`src/hdl/bst_pkg.sv`:
```
// Constants for the bit set, bit test skip and call decode block
package bst_pkg;
  localparam int INSN_W = 14;
  localparam int ADDR_W = 7;
  localparam int PC_W = 13;
  localparam int LIT_W = 11;
  localparam int BIT_MSB = 9;
  localparam int BIT_LSB = 7;
  localparam logic [3:0] OP_SET_BIT = 4'h5;
  localparam logic [3:0] OP_TEST_SKIP = 4'h7;
  localparam logic [2:0] OP_CALL = 3'h4;
  localparam logic [1:0] PHASE_Q1 = 2'h0;
  localparam logic [1:0] PHASE_Q2 = 2'h1;
  localparam logic [1:0] PHASE_Q3 = 2'h2;
  localparam logic [1:0] PHASE_Q4 = 2'h3;
  localparam logic [PC_W-1:0] PC_RESET = 13'h0000;
  typedef enum logic [1:0] {
    BST_EXEC = 2'b00,
    BST_FLUSH = 2'b01
  } bst_state_t;
endpackage

```
`src/hdl/bst_decode.sv`:
```
// Decode and execute of bit set, bit test skip if one, and subroutine call
// Operation
// - Set-bit op forces chosen bit of addressed register to one, flags untouched.
// - Test-skip op with bit zero lets the next instruction run; flags untouched.
// - Test-skip op with bit one discards the already fetched next instruction.
// - A skip inserts a cycle of four idle phases: one cycle plain, two skipped.
`timescale 1ns/1ps
module bst_decode (
  input wire logic clk,
  input wire logic rst_n,
  input wire logic [13:0] insn,
  input wire logic [7:0] rf_rdata,
  input wire logic [4:0] pc_high_latch,
  output logic [1:0] phase,
  output logic [6:0] rf_addr,
  output logic rf_rd,
  output logic rf_we,
  output logic [7:0] rf_wdata,
  output logic [12:0] pc,
  output logic stack_push,
  output logic [12:0] stack_data,
  output logic status_we,
  output logic insn_fetch,
  output logic busy_nop
);
  logic cycle_end;
  bst_pkg::bst_state_t state_ff;
  bst_pkg::bst_state_t nxt_state;
  logic [13:0] insn_ff;
  logic [7:0] data_ff;
  logic [12:0] pc_ff;
  logic [12:0] nxt_pc;
  logic [12:0] pc_inc;
  logic [6:0] addr_ff;
  logic rd_ff;
  logic we_ff;
  logic [7:0] wdata_ff;
  logic [7:0] nxt_wdata;
  logic push_ff;
  logic [12:0] push_data_ff;
  logic exec_ok;
  logic is_set;
  logic is_test;
  logic is_call;
  logic take_skip;
  logic take_call;
  logic [2:0] bit_sel;
  logic [6:0] reg_sel;
  logic [10:0] call_target;
  logic [7:0] bit_mask;
  logic [7:0] sel_hits;
  logic bit_one;

  bst_phase u_phase (
    .clk(clk),
    .rst_n(rst_n),
    .phase(phase),
    .cycle_end(cycle_end)
  );

  // A flushed cycle still holds the discarded word, so every action is gated here
  assign exec_ok = (state_ff == bst_pkg::BST_EXEC);
  assign is_set = (insn_ff[13:10] == bst_pkg::OP_SET_BIT);
  assign is_test = (insn_ff[13:10] == bst_pkg::OP_TEST_SKIP);
  assign is_call = (insn_ff[13:11] == bst_pkg::OP_CALL);
  assign bit_sel = insn_ff[bst_pkg::BIT_MSB:bst_pkg::BIT_LSB];
  assign reg_sel = insn_ff[bst_pkg::ADDR_W-1:0];
  assign call_target = insn_ff[bst_pkg::LIT_W-1:0];
  assign pc_inc = pc_ff + 13'h0001;

  // One-hot mask of the chosen bit and the read bit it picks out
  for (genvar gi = 0; gi < 8; gi++) begin : g_bit
    assign bit_mask[gi] = (bit_sel == 3'(gi));
    assign sel_hits[gi] = data_ff[gi] & bit_mask[gi];
  end

  assign bit_one = |sel_hits;
  assign take_skip = exec_ok && is_test && bit_one;
  assign take_call = exec_ok && is_call;

  // Latch the fetched word at the end of each cycle; flushed cycles ignore it
  always_ff @(posedge clk or negedge rst_n) begin
    if (!rst_n) begin
      insn_ff <= 14'h0000;
    end else if (cycle_end) begin
      insn_ff <= insn;
    end
  end

  // A taken skip and a call both turn the next cycle into four idle phases
  always_comb begin
    nxt_state = bst_pkg::BST_EXEC;
    unique case (state_ff)
      bst_pkg::BST_EXEC: begin
        if (take_skip) begin
          nxt_state = bst_pkg::BST_FLUSH;
        end else if (take_call) begin
          nxt_state = bst_pkg::BST_FLUSH;
        end else begin
          nxt_state = bst_pkg::BST_EXEC;
        end
      end
      bst_pkg::BST_FLUSH: begin
        nxt_state = bst_pkg::BST_EXEC;
      end
      default: begin
        nxt_state = bst_pkg::BST_EXEC;
      end
    endcase
  end

  always_ff @(posedge clk or negedge rst_n) begin
    if (!rst_n) begin
      state_ff <= bst_pkg::BST_EXEC;
    end else if (cycle_end) begin
      state_ff <= nxt_state;
    end
  end

  // Address goes out at the end of Q1 so the file register answers during Q2
  always_ff @(posedge clk or negedge rst_n) begin
    if (!rst_n) begin
      addr_ff <= 7'h00;
    end else if (exec_ok && (is_set || is_test) && phase == bst_pkg::PHASE_Q1) begin
      addr_ff <= reg_sel;
    end
  end

  always_ff @(posedge clk or negedge rst_n) begin
    if (!rst_n) begin
      rd_ff <= 1'b0;
    end else begin
      rd_ff <= exec_ok && (is_set || is_test) && phase == bst_pkg::PHASE_Q1;
    end
  end

  // Read data is held from the end of Q2 for the test and the write-back
  always_ff @(posedge clk or negedge rst_n) begin
    if (!rst_n) begin
      data_ff <= 8'h00;
    end else if (exec_ok && (is_set || is_test) && phase == bst_pkg::PHASE_Q2) begin
      data_ff <= rf_rdata;
    end
  end

  // Only the chosen bit is forced; the other seven go back as they were read
  always_comb begin
    nxt_wdata = data_ff | bit_mask;
  end

  always_ff @(posedge clk or negedge rst_n) begin
    if (!rst_n) begin
      we_ff <= 1'b0;
    end else begin
      we_ff <= exec_ok && is_set && phase == bst_pkg::PHASE_Q3;
    end
  end

  always_ff @(posedge clk or negedge rst_n) begin
    if (!rst_n) begin
      wdata_ff <= 8'h00;
    end else if (exec_ok && is_set && phase == bst_pkg::PHASE_Q3) begin
      wdata_ff <= nxt_wdata;
    end
  end

  // Return address goes to the stack in Q2 of the call's first cycle
  always_ff @(posedge clk or negedge rst_n) begin
    if (!rst_n) begin
      push_ff <= 1'b0;
    end else begin
      push_ff <= take_call && phase == bst_pkg::PHASE_Q1;
    end
  end

  always_ff @(posedge clk or negedge rst_n) begin
    if (!rst_n) begin
      push_data_ff <= 13'h0000;
    end else if (take_call && phase == bst_pkg::PHASE_Q1) begin
      push_data_ff <= pc_inc;
    end
  end

  // Upper bits come from the latch, so a call can leave the current page.
  // A flushed cycle still steps by one, which walks past the discarded word.
  always_comb begin
    nxt_pc = pc_inc;
    if (take_call) begin
      nxt_pc = {pc_high_latch[4:3], call_target};
    end
  end

  always_ff @(posedge clk or negedge rst_n) begin
    if (!rst_n) begin
      pc_ff <= bst_pkg::PC_RESET;
    end else if (cycle_end) begin
      pc_ff <= nxt_pc;
    end
  end

  assign rf_addr = addr_ff;
  assign rf_rd = rd_ff;
  assign rf_we = we_ff;
  assign rf_wdata = wdata_ff;
  assign pc = pc_ff;
  assign stack_push = push_ff;
  assign stack_data = push_data_ff;
  // None of these operations touches the status flags
  assign status_we = 1'b0;
  assign insn_fetch = cycle_end;
  assign busy_nop = (state_ff == bst_pkg::BST_FLUSH);
endmodule

```
`src/hdl/bst_phase.sv`:
```
// Four-phase sequencer splitting each instruction cycle into Q1..Q4
`timescale 1ns/1ps
module bst_phase (
  input wire logic clk,
  input wire logic rst_n,
  output logic [1:0] phase,
  output logic cycle_end
);
  logic [1:0] phase_ff;

  always_ff @(posedge clk or negedge rst_n) begin
    if (!rst_n) begin
      phase_ff <= bst_pkg::PHASE_Q1;
    end else begin
      phase_ff <= phase_ff + 2'h1;
    end
  end

  assign phase = phase_ff;
  assign cycle_end = (phase_ff == bst_pkg::PHASE_Q4);
endmodule

```
`config.mk`:
```
export PLATFORM = sky130hd
export DESIGN_NAME = bst_decode
export DESIGN_NICKNAME = d
export VERILOG_FILES = /design/src/hdl/bst_pkg.sv /design/src/hdl/bst_decode.sv /design/src/hdl/bst_phase.sv
export SDC_FILE = /design/constraint.sdc
export NUM_CORES = 1
export LEC_CHECK = 0
export BUFFER_PORTS_ARGS = -buffer_cell sky130_fd_sc_hd__buf_2
export CAP_MARGIN = 30
export CORE_MARGIN = 5
export CORE_UTILIZATION = 48
export DETAILED_ROUTE_END_ITERATION = 7
export PLACE_DENSITY = 0.76
export SYNTH_ARGS = -nofsm -noshare
export SYNTH_HDL_FRONTEND = slang
export SYNTH_SLANG_ARGS = --single-unit
```
`constraint.sdc`:
```
create_clock -name clk -period 1.6 [get_ports clk]
set_input_delay 0 -clock clk [delete_from_list [all_inputs] [get_ports clk]]
set_output_delay 0 -clock clk [all_outputs]
set_load 0.02 [all_outputs]
```
==> Flow_metrics.wiki <==
{| class="wikitable"
! Metric !! Value
|-
| Result of the run || complete, no violations
|-
| Path category of the worst min-delay check || in -> async
|-
| Worst setup slack before clock tree synthesis || 0.189 ps
|-
| Power per Cell Area || 1310 nW/µm²
|-
| Largest net degree at the start of global routing || 53
|-
| Synth warn || 0
|-
| Worst-skew pair later-pin latency || 350 ps
|-
| Number of antenna-violating nets in the routed design || 0
|-
| Final cycle utilization of the critical path || 99.4%
|-
| Clock tree from TritonCTS || yes
|-
| Global placer's final weighted congestion || 0.837
|-
| Path depth of the worst reg2reg path || 4
|-
| Minimum clock period after layout || 1590 ps
|-
| DR DRC count || 0
|-
| Leftover overflow at the end of global routing || 0
|-
| Post-Synthesis Net Count || 329
|-
| Setup-violating endpoint count in the final report || 0
|-
| Achievable Freq || 629 MHz
|-
| Slowest cell on the critical path || or4b_4
|-
| Share of post-route cells with drive strength above 1 || 38.0%
|-
| Final standard cell area without fillers || 4350 µm²
|-
| Drt first-iter violations || 226
|-
| Static leakage || 0.00208 µW
|-
| Proportion of synthesized flip-flops having asynchronous set or reset || 100%
|-
| Final-report max-slew violation count || 0
|-
| Cell count after synthesis || 295
|-
| Mapped Area || 3190 µm²
|-
| Clock skew || 10.7 ps
|-
| First-pass GRT wire length || 12900 µm
|-
| Hold Fails Final Rpt || 0
|-
| Net total in the final layout || 445
|-
| Initial DRT Pass Iterations || 4
|-
| Synthesis-stage register bit count || 69
|-
| WL per Instance || 15.8 µm
|-
| CP Max Fanout || 14
|-
| Num CTS Buffers || 9
|-
| Max incr delay on CP || 600 ps
|-
| Area of the core region || 6420 µm²
|-
| Setup repair after global routing missed its margin || yes
|-
| Avg Cell Area, Syn || 10.8 µm²
|-
| Peak VDD IR || 867 µV
|-
| Avg Vias per Cell || 5.41
|-
| Floorplan die area || 8380 µm²
|-
| List of cells traversed by the critical path || or4b_4, buf_8, a31o_2, a21oi_2
|-
| Capturing element type of the critical path || register
|-
| Initial antenna violation count || 0
|-
| Effective utilization at floorplan || 49.7%
|-
| Syn-to-layout area delta || 36.3%
|-
| Worst EP required || 1870 ps
|-
| Crit path DAT || 1870 ps
|-
| Buffers added on ports || 73
|-
| Final worst hold slack || 107 ps
|-
| Setup TNS || 0 ps
|-
| Overall die height || 91.5 µm
|-
| Total half-perimeter wirelength after legalization and detailed placement || 5140 µm
|-
| Overall track demand over capacity in global routing || 19.3%
|-
| IO Count || 78
|-
| Vias in the first global route || 2695
|-
| Clock Pin Slew Worst Setup and Hold Paths || 80 ps
|-
| Placed Area || 3780 µm²
|-
| CTS H-Tree Depth || 3
|-
| Vias after detailed routing || 2669
|-
| FF-to-FF Start || insn_ff[12]
|-
| FP Rows || 29
|-
| Number of clock sinks || 69
|-
| Detailed-route wire length || 7790 µm
|-
| Fill count || 487
|-
| CTS Root Cell || clkbuf_8
|-
| Critical path startpoint category || register
|-
| Portion of the post-synthesis area used by sequential elements || 54.1%
|-
| N_diodes || 0
|-
| Number of unique standard cell types used by synthesis || 49
|-
| Reg-to-Reg End || pc[8]
|-
| Crit path setup slack, layout || 9.09 ps
|-
| Count of flip-flops with a built-in enable after synthesis || 0
|-
| Critical path type || reg -> reg
|-
| Maximum clock path buffer count || 2
|-
| Main flop type after synthesis || dfrtp_1
|-
| Slack of the worst reg-to-reg path || 9 ps
|-
| Max Cap Violations || 0
|-
| Horizontal extent of the die || 91.5 µm
|}
-- how the worst max path moves through the flow --
stage | startpoint | to | slack [ps] | depth (start not counted)
final | insn_ff[12] | pc[8] | 9 | 4
after global routing | insn_ff[12] | pc[4] | -60 | 5
after detailed placement | insn_ff[12] | rf_addr[1] | 0.2 | 4
after global placement | state_ff[0] | pc[4] | 40 | 5
after CTS | state_ff[0] | pc[4] | 2 | 5
after floorplan | state_ff[0] | pc[6] | 10 | 5
-- per-layer routing --
metal	GRT usage [%]	routed length (µm)	share of wire (%)
met3	4.21	474	6.1
met4	9.67	195	2.5
met5	0	0	0
met1	24.5	3250	42
met2	31.1	3870	50
-- cells in the final DEF, fill, tap and decap left out, types with 2 or more instances in the layout --
master and count:
buf_12 3, a31oi_1 6, o2bb2ai_1 3, o21ai_1 5, nand2_1 41, nor2_1 7, nand2_2 3, nor2b_1 2
nor4_4 2, buf_4 18, mux2_2 26, clkbuf_8 11, a2bb2oi_1 2, o22ai_1 3, buf_8 2, ha_1 4
xor2_1 4, dlygate4sd3_1 25, a21oi_1 10, inv_1 13, buf_2 73, o21ai_0 30, a22oi_1 4, xnor2_1 7
dfrtp_2 3, a21boi_1 2, nand4_1 2, dfrtp_1 66, bufinv_16 2, mux2i_1 3, nand3_1 5
-- critical path: cells and delay by family, from the launching register on --
family                 cells  cell delay [ps]
flip-flops                 1              400
AO/OA/AOI/OAI              2              360
buffers and inverters      1              180
AND/OR/NAND/NOR            1              600
-- synth_stat cells, types with 2 or more instances --
cell	n	share of area, %
a21oi_1	11	1.7
xnor2_1	7	1.9
a31oi_1	6	1.2
dfrtp_1	69	54
clkbuf_1	10	1.2
nor2b_1	2	0.39
a2bb2oi_1	2	0.55
ha_1	5	2.0
nand2_1	44	5.2
mux2_2	26	9.2
nor3_1	2	0.31
o21ai_1	3	0.47
nand3_1	6	0.94
a21boi_0	2	0.47
o22ai_1	3	0.59
xor2_1	4	1.1
o21ai_0	33	5.2
inv_1	13	1.5
buf_2	3	0.47
mux2i_1	3	0.94
a22oi_1	4	0.94
nand4_1	2	0.39
nor2_1	7	0.82
o2bb2ai_1	3	0.82
-- area by class of cell --
class	instances	area [µm²]	share of cell area, %
Clock buffer	11	151	3.48
Clock inverter	5	81.3	1.87
Inverter	13	48.8	1.12
Multi-Input combinational cell	196	1370	31.6
Sequential cell	69	1730	39.8
Tap cell	77	96.3	2.22
Timing Repair Buffer	122	866	19.9
-- per-stage QoR --
| step | instances | util, % | total power, µW |
|---|---|---|---|
| 6_report | 493 | 67.7 | 5710 |
| 5_1_grt | 493 | 67.7 | 6020 |
| 4_1_cts | 490 | 66.4 | 5690 |
| 3_5_place_dp | 449 | 58.8 | 4000 |
| 3_3_place_gp | 449 | 58.8 | 3950 |
| 2_1_floorplan | 295 | - | 3320 |
-- power by group --
group | leakage, µW | switching [µW] | internal, µW | total (µW)
Clock | 0.000116 | 671 | 966 | 1640
Sequential | 0.000830 | 269 | 2070 | 2340
Combinational | 0.00113 | 1010 | 720 | 1730
Total | 0.00208 | 1950 | 3760 | 5710
-- cell families (layout without fill, tap and decap cells) --
logic type | count (synthesis) | after routing | synth area share [%]
and+or+nand+nor | 77 | 77 | 12.7
adders and majority gates | 5 | 5 | 1.96
other | 1 | 1 | 0.118
AOI/OAI and AO/OA | 72 | 72 | 13.2
xor gates and xnor gates | 11 | 11 | 3.02
buffers and inverters | 30 | 151 | 4.04
muxes | 30 | 30 | 10.8
DFF | 69 | 69 | 54.1
-- what timing repair did --
action / in CTS / in global routing
hold buffers: 25 / 0
setup buffers: 0 / 2
setup endpoints to repair: 1 / 16
resized for setup: 1 / 16
gates cloned: 0 / 1
endpoints found under the hold margin: 93 / 0
pin swaps: 0 / 5
-- registers in the layout, summed over array words and instances, names as in the netlist --
signal         cells
insn_ff           14
state_ff           1
pc                13
rf_rd              1
rf_addr            7
rf_wdata           8
u_phase.phase      2
rf_we              1
stack_data        13
data_ff            8
stack_push         1
Note: power is estimated with default switching activity, not from simulation.
